**src/shared/rxsec_pkg.sv**
```systemverilog
`default_nettype none
package rxsec_pkg;
	// ----------------------------------------
	// Register map
	// ----------------------------------------
	localparam logic [3:0] REG_CTRL = 4'h0;
	localparam logic [3:0] REG_STATUS = 4'h4;
	localparam logic [3:0] REG_RESULT = 4'h8;
	localparam int CTRL_START_BIT = 0;
	localparam int STAT_BUSY_BIT = 0;
	localparam int STAT_DONE_BIT = 1;
	localparam int STAT_PASS_BIT = 2;
	localparam int RES_KEY_POS = 0;
	localparam int RES_LINK_POS = 8;
	localparam int RES_PEER_POS = 16;
	localparam logic [31:0] RDATA_RESET = 32'h0000_0000;

	// ----------------------------------------
	// Address modes and lengths
	// ----------------------------------------
	localparam logic [1:0] MODE_SHORT = 2'h2;
	localparam logic [1:0] MODE_LONG = 2'h3;
	localparam logic [3:0] PLEN_NONE = 4'h0;
	localparam logic [3:0] PLEN_SHORT = 4'h4;
	localparam logic [3:0] PLEN_LONG = 4'h8;
	localparam logic [3:0] KLEN_FIVE = 4'h5;
	localparam logic [3:0] KLEN_NINE = 4'h9;
	localparam logic [1:0] CODE_FIVE = 2'h0;
	localparam logic [1:0] CODE_NINE = 2'h1;

	// ----------------------------------------
	// Search sequencer states
	// ----------------------------------------
	typedef enum logic [2:0] {
		ST_IDLE,
		ST_KRD,
		ST_KCHK,
		ST_LRD,
		ST_LCHK,
		ST_PRD,
		ST_PCHK
	} rxsec_state_t;
endpackage
`default_nettype wire

```
**src/shared/rxsec_cmp_if.sv**
```systemverilog
`timescale 1ns/10ps
`default_nettype none
interface rxsec_cmp_if;
	logic [63:0] pattern;
	logic [3:0] len;
	logic [15:0] net_id;
	logic [15:0] short_id;
	logic [63:0] long_id;
	logic hit;
	modport req (output pattern, len, net_id, short_id, long_id, input hit);
	modport cmp (input pattern, len, net_id, short_id, long_id, output hit);
endinterface
`default_nettype wire

```
**src/core/rxsec_lookup.sv**
```systemverilog
// How it works
// RULE1: Long source mode takes the 8-octet source address as peer pattern, length eight.
// RULE2: Short source mode ends the peer pattern with the 2-octet source address, length four.
// RULE3: Short source mode starts the peer pattern with the source network id, or destination id when compression is set.
// RULE4: A found key starts the revocation walk with the peer pattern and length, whose failure fails the search.
// RULE5: On success a pass is reported with the chosen key, link and peer indices together.
// RULE6: The key search visits every key and every match entry, comparing length and pattern.
// RULE7: The first entry matching in length and pattern ends the key scan and starts the walk, none matching gives fail.
// RULE8: Match length code zero means five octets, one means nine, others never match.
// RULE9: The walk steps through the key's links and fetches the peer named by each link.
// RULE10: A single-peer link returns at once, pass when not revoked and fail when revoked.
// RULE11: A shared link is compared with the peer; a match returns by the revoked flag, else the walk goes on.
// RULE12: Running out of links without a return gives fail.
// RULE13: Length four compares the pattern with network id joined to short id.
// RULE14: Length eight compares the pattern with the long id; any other length fails.
`timescale 1ns/10ps
`default_nettype none
module rxsec_lookup #(
	parameter int N_KEYS = 4,
	parameter int N_MATCH = 2,
	parameter int N_LINKS = 4,
	parameter int N_PEERS = 8,
	localparam int KW = $clog2(N_KEYS),
	localparam int MW = $clog2(N_MATCH),
	localparam int LW = $clog2(N_LINKS),
	localparam int PW = $clog2(N_PEERS)
) (
	// Clock and reset
	input wire logic mclk_i,
	input wire logic srst_i,
	// Register port
	input wire logic [3:0] addr_i,
	input wire logic [31:0] wdata_i,
	input wire logic wr_i,
	input wire logic rd_i,
	output logic [31:0] rdata_o,
	// Frame fields
	input wire logic start_i,
	input wire logic [1:0] src_mode_i,
	input wire logic net_comp_i,
	input wire logic [15:0] src_net_id_i,
	input wire logic [15:0] dst_net_id_i,
	input wire logic [63:0] src_addr_i,
	input wire logic [71:0] key_pattern_i,
	input wire logic [3:0] key_len_i,
	// Key match table
	output logic [KW-1:0] km_key_o,
	output logic [MW-1:0] km_idx_o,
	input wire logic km_valid_i,
	input wire logic [1:0] km_code_i,
	input wire logic [71:0] km_pattern_i,
	// Key peer link table
	output logic [LW-1:0] lk_idx_o,
	input wire logic lk_valid_i,
	input wire logic [PW-1:0] lk_peer_idx_i,
	input wire logic lk_single_i,
	input wire logic lk_revoked_i,
	// Peer table
	output logic [PW-1:0] pe_idx_o,
	input wire logic [15:0] pe_net_id_i,
	input wire logic [15:0] pe_short_id_i,
	input wire logic [63:0] pe_long_id_i,
	// Result
	output logic busy_o,
	output logic done_o,
	output logic pass_o
);
	// ----------------------------------------
	// Helpers
	// ----------------------------------------
	function automatic logic [3:0] code_len(input logic [1:0] code);
		// RULE8: length code decode
		unique case (code)
			rxsec_pkg::CODE_FIVE: code_len = rxsec_pkg::KLEN_FIVE;
			rxsec_pkg::CODE_NINE: code_len = rxsec_pkg::KLEN_NINE;
			default: code_len = rxsec_pkg::PLEN_NONE;
		endcase
	endfunction

	function automatic logic key_hit(input logic [1:0] code,
		input logic [71:0] pat, input logic [3:0] klen,
		input logic [71:0] kpat);
		logic [3:0] len;
		len = code_len(code);
		key_hit = 1'b0;
		if (len == rxsec_pkg::KLEN_FIVE && klen == len)
		begin
			key_hit = (pat[39:0] == kpat[39:0]);
		end
		else if (len == rxsec_pkg::KLEN_NINE && klen == len)
		begin
			key_hit = (pat == kpat);
		end
	endfunction

	// ----------------------------------------
	// State
	// ----------------------------------------
	rxsec_pkg::rxsec_state_t st_q, st_d;
	logic [KW-1:0] kidx_q, kidx_d;
	logic [MW-1:0] midx_q, midx_d;
	logic [LW-1:0] lidx_q, lidx_d;
	logic [PW-1:0] pidx_q, pidx_d;
	logic [63:0] ppat_q, ppat_d;
	logic [3:0] plen_q, plen_d;
	logic [71:0] kpat_q, kpat_d;
	logic [3:0] klen_q, klen_d;
	logic single_q, single_d;
	logic rev_q, rev_d;
	logic busy_q, busy_d;
	logic done_q, done_d;
	logic pass_q, pass_d;
	logic sdone_q, sdone_d;
	logic [31:0] rdata_q, rdata_d;
	logic start;
	logic khit;

	rxsec_cmp_if cmp_if ();

	assign cmp_if.pattern = ppat_q;
	assign cmp_if.len = plen_q;
	assign cmp_if.net_id = pe_net_id_i;
	assign cmp_if.short_id = pe_short_id_i;
	assign cmp_if.long_id = pe_long_id_i;

	rxsec_peer_cmp u_cmp (
		.c(cmp_if.cmp)
	);

	assign start = start_i | (wr_i && addr_i == rxsec_pkg::REG_CTRL &&
		wdata_i[rxsec_pkg::CTRL_START_BIT]);
	assign khit = km_valid_i && key_hit(km_code_i, km_pattern_i,
		klen_q, kpat_q);

	// ----------------------------------------
	// Sequencer and registers
	// ----------------------------------------
	always_comb
	begin
		st_d = st_q;
		kidx_d = kidx_q;
		midx_d = midx_q;
		lidx_d = lidx_q;
		pidx_d = pidx_q;
		ppat_d = ppat_q;
		plen_d = plen_q;
		kpat_d = kpat_q;
		klen_d = klen_q;
		single_d = single_q;
		rev_d = rev_q;
		busy_d = busy_q;
		done_d = 1'b0;
		pass_d = pass_q;
		sdone_d = sdone_q;
		unique case (st_q)
			rxsec_pkg::ST_IDLE:
			begin
				if (start)
				begin
					kpat_d = key_pattern_i;
					klen_d = key_len_i;
					kidx_d = '0;
					midx_d = '0;
					busy_d = 1'b1;
					pass_d = 1'b0;
					sdone_d = 1'b0;
					st_d = rxsec_pkg::ST_KRD;
					ppat_d = '0;
					plen_d = rxsec_pkg::PLEN_NONE;
					// RULE1: long source pattern
					if (src_mode_i == rxsec_pkg::MODE_LONG)
					begin
						ppat_d = src_addr_i;
						plen_d = rxsec_pkg::PLEN_LONG;
					end
					else if (src_mode_i == rxsec_pkg::MODE_SHORT)
					begin
						// RULE3: network id choice
						ppat_d[31:16] = net_comp_i ? dst_net_id_i :
							src_net_id_i;
						// RULE2: short source tail
						ppat_d[15:0] = src_addr_i[15:0];
						plen_d = rxsec_pkg::PLEN_SHORT;
					end
				end
			end
			rxsec_pkg::ST_KRD: st_d = rxsec_pkg::ST_KCHK;
			rxsec_pkg::ST_KCHK:
			begin
				// RULE7: stop on key match
				if (khit)
				begin
					// RULE4: start revocation walk
					lidx_d = '0;
					st_d = rxsec_pkg::ST_LRD;
				end
				// RULE6: scan all match entries
				else if (midx_q != MW'(N_MATCH - 1))
				begin
					midx_d = midx_q + 1'b1;
					st_d = rxsec_pkg::ST_KRD;
				end
				else if (kidx_q != KW'(N_KEYS - 1))
				begin
					kidx_d = kidx_q + 1'b1;
					midx_d = '0;
					st_d = rxsec_pkg::ST_KRD;
				end
				else
				begin
					done_d = 1'b1;
					st_d = rxsec_pkg::ST_IDLE;
				end
			end
			rxsec_pkg::ST_LRD: st_d = rxsec_pkg::ST_LCHK;
			rxsec_pkg::ST_LCHK:
			begin
				// RULE12: end of link list
				if (!lk_valid_i)
				begin
					done_d = 1'b1;
					st_d = rxsec_pkg::ST_IDLE;
				end
				else
				begin
					// RULE9: fetch linked peer
					pidx_d = lk_peer_idx_i;
					single_d = lk_single_i;
					rev_d = lk_revoked_i;
					st_d = rxsec_pkg::ST_PRD;
				end
			end
			rxsec_pkg::ST_PRD: st_d = rxsec_pkg::ST_PCHK;
			rxsec_pkg::ST_PCHK:
			begin
				// RULE10: single peer returns at once
				// RULE11: shared peer must compare
				if (single_q || cmp_if.hit)
				begin
					done_d = 1'b1;
					pass_d = !rev_q;
					st_d = rxsec_pkg::ST_IDLE;
				end
				else if (lidx_q != LW'(N_LINKS - 1))
				begin
					lidx_d = lidx_q + 1'b1;
					st_d = rxsec_pkg::ST_LRD;
				end
				else
				begin
					done_d = 1'b1;
					st_d = rxsec_pkg::ST_IDLE;
				end
			end
		endcase
		if (done_d)
		begin
			busy_d = 1'b0;
			sdone_d = 1'b1;
		end
		rdata_d = rxsec_pkg::RDATA_RESET;
		if (rd_i)
		begin
			if (addr_i == rxsec_pkg::REG_STATUS)
			begin
				rdata_d[rxsec_pkg::STAT_BUSY_BIT] = busy_q;
				rdata_d[rxsec_pkg::STAT_DONE_BIT] = sdone_q;
				rdata_d[rxsec_pkg::STAT_PASS_BIT] = pass_q;
			end
			else if (addr_i == rxsec_pkg::REG_RESULT)
			begin
				// RULE5: selected entries
				rdata_d[rxsec_pkg::RES_KEY_POS +: KW] = kidx_q;
				rdata_d[rxsec_pkg::RES_LINK_POS +: LW] = lidx_q;
				rdata_d[rxsec_pkg::RES_PEER_POS +: PW] = pidx_q;
			end
		end
	end

	always_ff @(posedge mclk_i)
	begin
		if (srst_i)
		begin
			st_q <= rxsec_pkg::ST_IDLE;
			kidx_q <= '0;
			midx_q <= '0;
			lidx_q <= '0;
			pidx_q <= '0;
			ppat_q <= '0;
			plen_q <= rxsec_pkg::PLEN_NONE;
			kpat_q <= '0;
			klen_q <= rxsec_pkg::PLEN_NONE;
			single_q <= 1'b0;
			rev_q <= 1'b0;
			busy_q <= 1'b0;
			done_q <= 1'b0;
			pass_q <= 1'b0;
			sdone_q <= 1'b0;
			rdata_q <= rxsec_pkg::RDATA_RESET;
		end
		else
		begin
			st_q <= st_d;
			kidx_q <= kidx_d;
			midx_q <= midx_d;
			lidx_q <= lidx_d;
			pidx_q <= pidx_d;
			ppat_q <= ppat_d;
			plen_q <= plen_d;
			kpat_q <= kpat_d;
			klen_q <= klen_d;
			single_q <= single_d;
			rev_q <= rev_d;
			busy_q <= busy_d;
			done_q <= done_d;
			pass_q <= pass_d;
			sdone_q <= sdone_d;
			rdata_q <= rdata_d;
		end
	end

	assign rdata_o = rdata_q;
	assign km_key_o = kidx_q;
	assign km_idx_o = midx_q;
	assign lk_idx_o = lidx_q;
	assign pe_idx_o = pidx_q;
	assign busy_o = busy_q;
	assign done_o = done_q;
	assign pass_o = pass_q;

	wire idle_go = (st_q == rxsec_pkg::ST_IDLE) && start;
	wire kchk = (st_q == rxsec_pkg::ST_KCHK);
	wire pchk = (st_q == rxsec_pkg::ST_PCHK);
endmodule
`default_nettype wire

```
**src/core/rxsec_peer_cmp.sv**
```systemverilog
`timescale 1ns/10ps
`default_nettype none
module rxsec_peer_cmp (
	// Comparison request
	rxsec_cmp_if.cmp c
);
	always_comb
	begin
		c.hit = 1'b0;
		// RULE13: short form compare
		if (c.len == rxsec_pkg::PLEN_SHORT)
		begin
			c.hit = (c.pattern[31:0] == {c.net_id, c.short_id});
		end
		// RULE14: long form compare
		else if (c.len == rxsec_pkg::PLEN_LONG)
		begin
			c.hit = (c.pattern == c.long_id);
		end
	end
endmodule
`default_nettype wire

```
**config.mk**
```make
export PLATFORM = sky130hd
export DESIGN_NAME = rxsec_lookup
export DESIGN_NICKNAME = d
export VERILOG_FILES = /design/src/shared/rxsec_pkg.sv /design/src/shared/rxsec_cmp_if.sv /design/src/core/rxsec_lookup.sv /design/src/core/rxsec_peer_cmp.sv
export SDC_FILE = /design/constraint.sdc
export NUM_CORES = 1
export LEC_CHECK = 0
export ABC_AREA = 1
export BUFFER_PORTS_ARGS = -buffer_cell sky130_fd_sc_hd__buf_4
export CAP_MARGIN = 30
export CORE_AREA = 4 4 170 172
export DETAILED_ROUTE_END_ITERATION = 7
export DIE_AREA = 0 0 174 176
export GPL_TIMING_DRIVEN = 1
export PLACE_DENSITY = 0.65
export SLEW_MARGIN = 20
export SYNTH_ARGS = -nofsm -noshare
export SYNTH_HDL_FRONTEND = slang
export SYNTH_SLANG_ARGS = --single-unit
export TNS_END_PERCENT = 10
```
**constraint.sdc**
```tcl
create_clock -name mclk_i -period 1.5 [get_ports mclk_i]
set_clock_uncertainty 0.05 [all_clocks]
set_input_delay 0.3 -clock mclk_i [delete_from_list [all_inputs] [get_ports mclk_i]]
set_output_delay 0.3 -clock mclk_i [all_outputs]
set_load 0.01 [all_outputs]
```
### Word level (Yosys, flattened, before mapping)

Cells that the tools add are included.

| word-level totals | value |
|---|---|
| register bits | 193 |
| bits in latches | 0 |
| RAM bits | 0 |
| ROM bits | 0 |
| input bits | 393 |
| output and inout port bits | 43 |
| logic and storage cells | 127 |
| memories | 0 |

| cells by class | value |
|---|---|
| $add $sub $neg | 3 |
| multiply operators | 0 |
| divide/modulo/power cells | 0 |
| order comparisons | 0 |
| eq/ne operators | 30 |
| shifts and indexed selects | 0 |
| muxes and demuxes | 45 |
| bitwise operators | 4 |
| reduce and logical (&&, ||, !) cells | 26 |

Operators with widths:

| cell | number |
|---|---|
| two-way mux 32 bit | 3 |
| equality test 72 bit | 1 |
| equality test 64 bit | 1 |
| equality test 40 bit | 1 |
| equality test 32 bit | 1 |
| two-way mux 2 bit | 12 |
| one-hot mux 3 bit (7 select lines) | 1 |
| two-way mux 1 bit | 18 |
| two-way mux 16 bit | 1 |
| inequality test 2 bit, second input constant | 7 |
| equality test 4 x 3 -> 1 bit, second input constant | 3 |
| equality test 4 bit, second input constant | 3 |
| nonzero test 2 bit | 5 |
| equality test 3 bit, second input constant | 3 |
| two-way mux 3 bit | 3 |
| one-hot mux 2 bit (2 select lines) | 2 |
| one-hot mux 4 bit (2 select lines) | 1 |
| equality test 3 x 2 -> 1 bit, second input constant | 2 |
| inequality test 2 x 1 -> 1 bit, second input constant | 3 |
| AND reduction 2 bit | 3 |
| AND reduction 3 bit | 2 |
| logical AND 1 bit | 5 |
| AND reduction 5 bit | 1 |
| adder 2 x 1 -> 2 bit, second input constant | 2 |
| other kinds (19) | 24 |

### Logic depth before layout (Yosys ltp)

| logic depth | value |
|---|---|
| word-level depth | 11 |
| depth in mapped cells | 16 |
| mapped depth without buffers | 16 |

### By module

From an unflattened synthesis, not the netlist that was laid out.

| second synthesis, totals | value |
|---|---|
| cell total of the unflattened synthesis | 1475 |
| area total of the unflattened synthesis | 9399.0 um^2 |

By module, submodules not included:

| module | instances | cells each | area an instance (um^2) | seq. area each (um^2) |
|---|---|---|---|---|
| rxsec_lookup | 1 | 1104 | 7778.7 | 3343.2 |
| rxsec_peer_cmp | 1 | 371 | 1620.3 | 0.0 |

### Least setup slack after synthesis

OpenSTA, ideal clock, no wires.

| timing path | value |
|---|---|
| path kind | input to register |
| start | in addr_i[1] |
| end | reg ppat_q[11], in the netlist cmp_if.pattern[11] |
| library setup time | 0.142 ns |
| arrival time | 1.322 ns |
| slack | -0.014 ns |
| cell stages on the path | 9 |
| buffers on the path | 2 |
| cell sequence | nor2_2 -> inv_2 -> nor3_2 -> a31o_4 -> nand2_8 -> buf_6 -> buf_2 -> a21oi_1 -> a211oi_2 |

| between the ends | value |
|---|---|
| word-level cells in the longest chain between the ends | 5 |

Ends and longest elaborated chain:

| what | RTL line | source |
|---|---|---|
| start: declaration | rxsec_lookup.sv:32 | `input wire logic [3:0] addr_i,` |
| logical NOT 4 bit | rxsec_lookup.sv:130 | `assign start = start_i \| (wr_i && addr_i == rxsec_pkg::REG_CTRL &&` |
| logical AND 1 bit (2 in a row) | rxsec_lookup.sv:130 |  |
| OR 1 bit | rxsec_lookup.sv:130 |  |
| AND reduction 2 bit (no source line) | n/a |  |
| end signal: assignment | rxsec_lookup.sv:308 | `ppat_q <= ppat_d;` |
| end: declaration | rxsec_lookup.sv:104 | `logic [63:0] ppat_q, ppat_d;` |

No other way between the ends.
A chain may end at the register's enable or synchronous reset.

### Worst setup path in the final report

| timing path | value |
|---|---|
| start | reg ppat_q[7], in the netlist cmp_if.pattern[7] |
| end | reg st_q[1] |

| between the ends | value |
|---|---|
| word-level cells in the longest chain between the ends | 6 |
| elaborated cells between the ends (all ways) | 7 |
| classes of those cells | 2 x eq/ne; 4 x mux; 1 x reduce/logical |

Ends and longest elaborated chain:

| what | RTL line | source |
|---|---|---|
| equality test 64 bit | rxsec_peer_cmp.sv:18 | `c.hit = (c.pattern == c.long_id);` |
| two-way mux 1 bit | rxsec_peer_cmp.sv:16 | `else if (c.len == rxsec_pkg::PLEN_LONG)` |
| two-way mux 1 bit * | rxsec_peer_cmp.sv:11 | `if (c.len == rxsec_pkg::PLEN_SHORT)` |
| logical OR 1 bit * | rxsec_lookup.sv:238 | `if (single_q \|\| cmp_if.hit)` |
| two-way mux 2 bit * | rxsec_lookup.sv:238 |  |
| one-hot mux 3 bit (7 select lines) * | rxsec_lookup.sv:155 | `unique case (st_q)` |
| end signal: assignment | rxsec_lookup.sv:284 | `st_q <= rxsec_pkg::ST_IDLE;` |
| end signal: assignment | rxsec_lookup.sv:303 | `st_q <= st_d;` |
| end: declaration | rxsec_lookup.sv:99 | `rxsec_pkg::rxsec_state_t st_q, st_d;` |

Mark *: on every way between the ends. The rest lies on a longest branch, timed or not.

==> metrics <==
status finished, violations left; failing checks negative setup slack; CP bufs+invs 2; Placed Cells 2333; # diodes 0; leading cell type in the layout, fill and taps excluded buf_4; top_reg_cell synth dfxtp_1; total CTS buffers 17; max incr delay on CP 0.35 ns; Sw Ratio 32.4%; Most common cell on crit path nor2_4; Core Area 27500 sq um; Int Pwr 0.00924 W; worst min path class in -> reg; Reg clk slew, reported paths 0.08 ns; wire length of the first global-routing pass 55800 um; Post-Synthesis Cells 1535; delay-heaviest family, CP simple AND/OR/NAND/NOR gates; I/O pin cnt 436; total track usage 22.7%; Post-Syn Area 9690 sq um; Arr. time, crit path 2.04 ns; IO Port Bufs 380; Worst-Skew Late Latency 0.44 ns; vias in the first global route 10934; mean cell area of the mapped netlist 6.31 sq um; drt total wl 36300 um; Sw Pwr 0.00443 W; critical path required time 1.81 ns; H-tree depth 4; initial antenna violation count 0; Die Y 176 um; Final period util 115%; pre-CTS WS -0.626 ns; Setup crit end kind register; CTS Buffer Depth 2; DP HPWL 29100 um; CTS root buf clkbuf_16; Initial DRC Count 635; CTS tree yes; #FFs+latches synth 167; Wirelength per Cell 15.3 um; drt via density 4.69; Comb power frac 28.7%; final-report setup violation count 12; EDFF count, synth 0; Hold Buf Count CTS 0; Crit Path Category reg -> reg; DRT Pass-1 Iters 5; clock network power share 33.9%; Worst IR Drop VDD 0.441 mV; critical path, cell by cell inv_1, or2_2, nand4_1, nor2_2, nand3_2, nor2_4, nor2_4, nand4_4, buf_4, a31oi_1; Initial Util 35.3%; Fillers 2734; hold depth 3; crit path time final 1.73 ns; Lkg Pwr 7.13 nW; largest net degree at the start of global routing 67; unrepaired setup endpoints after global routing true; crit path max-delay cell type dfxtp_1; die width 174 um; setup ws final -0.227 ns; Layout area overhead 53.4%; non-filler instance count after layout 2368; Critical Path Stages 10; routability-driven placement congestion ratio 0.913; nets 2404; critical-path maximum fanout 6; Pwr Density 920 nW/um^2; sequential-to-total area share from yosys stat 34.5%; Antenna Nets Post-Route 0; asr flop ratio synth 0%; Peak Freq 0.579 GHz; Sink Count 167; Synth cell types 39; layout cells sized above 1 35.6%; Reg power frac 37.4%; die area 30600 sq um; final hold violation count 0; Reg area 3390 sq um; Slew Limit Fails 0; worst r2r path cells 10; startpoint type of the worst setup path register; final global-route overflow total 0; via count 11101; most frequent cells in the layout buf_4 (488), nand2_1 (397), inv_1 (203), nor2_1 (200), dfxtp_1 (135); max_cap viols 0; Multi-input gate area 5610 sq um; setup TNS -1.95 ns; Yosys Warn Count 0; Rows 61; DRC 0
-- flip-flops by register name, indices dropped and copies added (netlist names) --
name	cells
rdata_o	8
km_idx_o	1
pass_o	1
sdone_q	1
cmp_if.pattern	64
cmp_if.len	2
km_key_o	2
pe_idx_o	3
done_o	1
lk_idx_o	2
single_q	1
rev_q	1
busy_o	1
kpat_q	72
klen_q	4
st_q	3
-- Yosys cell counts, types with 12 or more instances --
library cell,number,area (sq um)
dfxtp_1,167,3340
or2_2,22,138
buf_2,18,90.1
nand3_1,37,185
a21oi_1,106,531
nand2_1,424,1590
buf_4,28,210
clkbuf_1,24,90.1
xnor2_1,42,368
inv_1,211,792
nor2_1,222,833
o21ai_0,116,581
a31oi_1,12,75.1
nand4_1,35,219
a211oi_2,13,163
-- layout make-up --
cell class	count	share of cell area [%]
inverters	216	5.49
repair buffers	507	27.0
clock inverters	15	1.20
multi-input cells	1100	37.8
clock buffers	17	2.86
well taps	346	2.91
flip-flops and latches	167	22.8
-- path summary, 6_finish.rpt --
| check | from | to | slack, ns |
|---|---|---|---|
| worst min register to register | pe_idx_o[1] | rdata_o[17] | 0.40 |
| worst max register to register | cmp_if.pattern[7] | st_q[1] | -0.23 |
| worst max-delay path | cmp_if.pattern[7] | st_q[1] | -0.23 |
| worst min-delay path | lk_single_i | single_q | 0.06 |
-- per-layer routing --
metal | wire, um | global-route usage (%) | vias to the layer above
li1 | - | - | 5706
met1 | 14400 | 26.2 | 4997
met2 | 18400 | 41.8 | 366
met3 | 2910 | 6.42 | 32
met4 | 606 | 4.85 | 0
met5 | 0 | 0 | -
-- kinds of logic after synthesis --
| group | Yosys count | share of synthesized area (%) |
|---|---|---|
| buf+inv | 291 | 12.8 |
| simple gates | 759 | 32.6 |
| xor+xnor | 48 | 4.34 |
| other cells | 1 | 0.0387 |
| flops | 167 | 34.5 |
| compound gates | 267 | 15.5 |
| fa+ha+maj | 2 | 0.258 |
-- power groups by stage --
stage / Combinational [W] / Sequential, W / Clock, W
global route: 0.00433 / 0.00516 / 0.00491
detailed placement: 0.00374 / 0.00518 / 0
CTS: 0.00384 / 0.00510 / 0.00473
floorplan: 0.00189 / 0.00514 / 0
finish: 0.00393 / 0.00511 / 0.00463
global placement: 0.00369 / 0.00517 / 0
-- worst register-to-register path, stage by stage (launching register included) --
cell,delay [ns]
dfxtp_1,0.35
inv_1,0.08
or2_2,0.27
nand4_1,0.10
nor2_2,0.08
nand3_2,0.09
nor2_4,0.05
nor2_4,0.13
nand4_4,0.16
buf_4,0.18
a31oi_1,0.11
-- per-stage QoR --
stage	util [%]	hold WS, ns	power [W]	cell area (sq um)
6_report	54.1	0.0616	0.0137	14900
3_3_place_gp	50.0	0.386	0.00886	13700
2_1_floorplan	-	0.380	0.00703	9770
4_1_cts	53.2	0.0355	0.0137	14600
5_1_grt	54.1	0.0516	0.0144	14900
3_5_place_dp	50.0	0.396	0.00892	13700
-- timing repair --
action                                  4_1_cts  5_1_grt
pin swaps                                    26       42
endpoints found under the setup margin      100       94
hold endpoints to repair                      0        0
setup buffers                                 1        2
resized for setup                            81       83
Power figures use the tool's default switching activity.
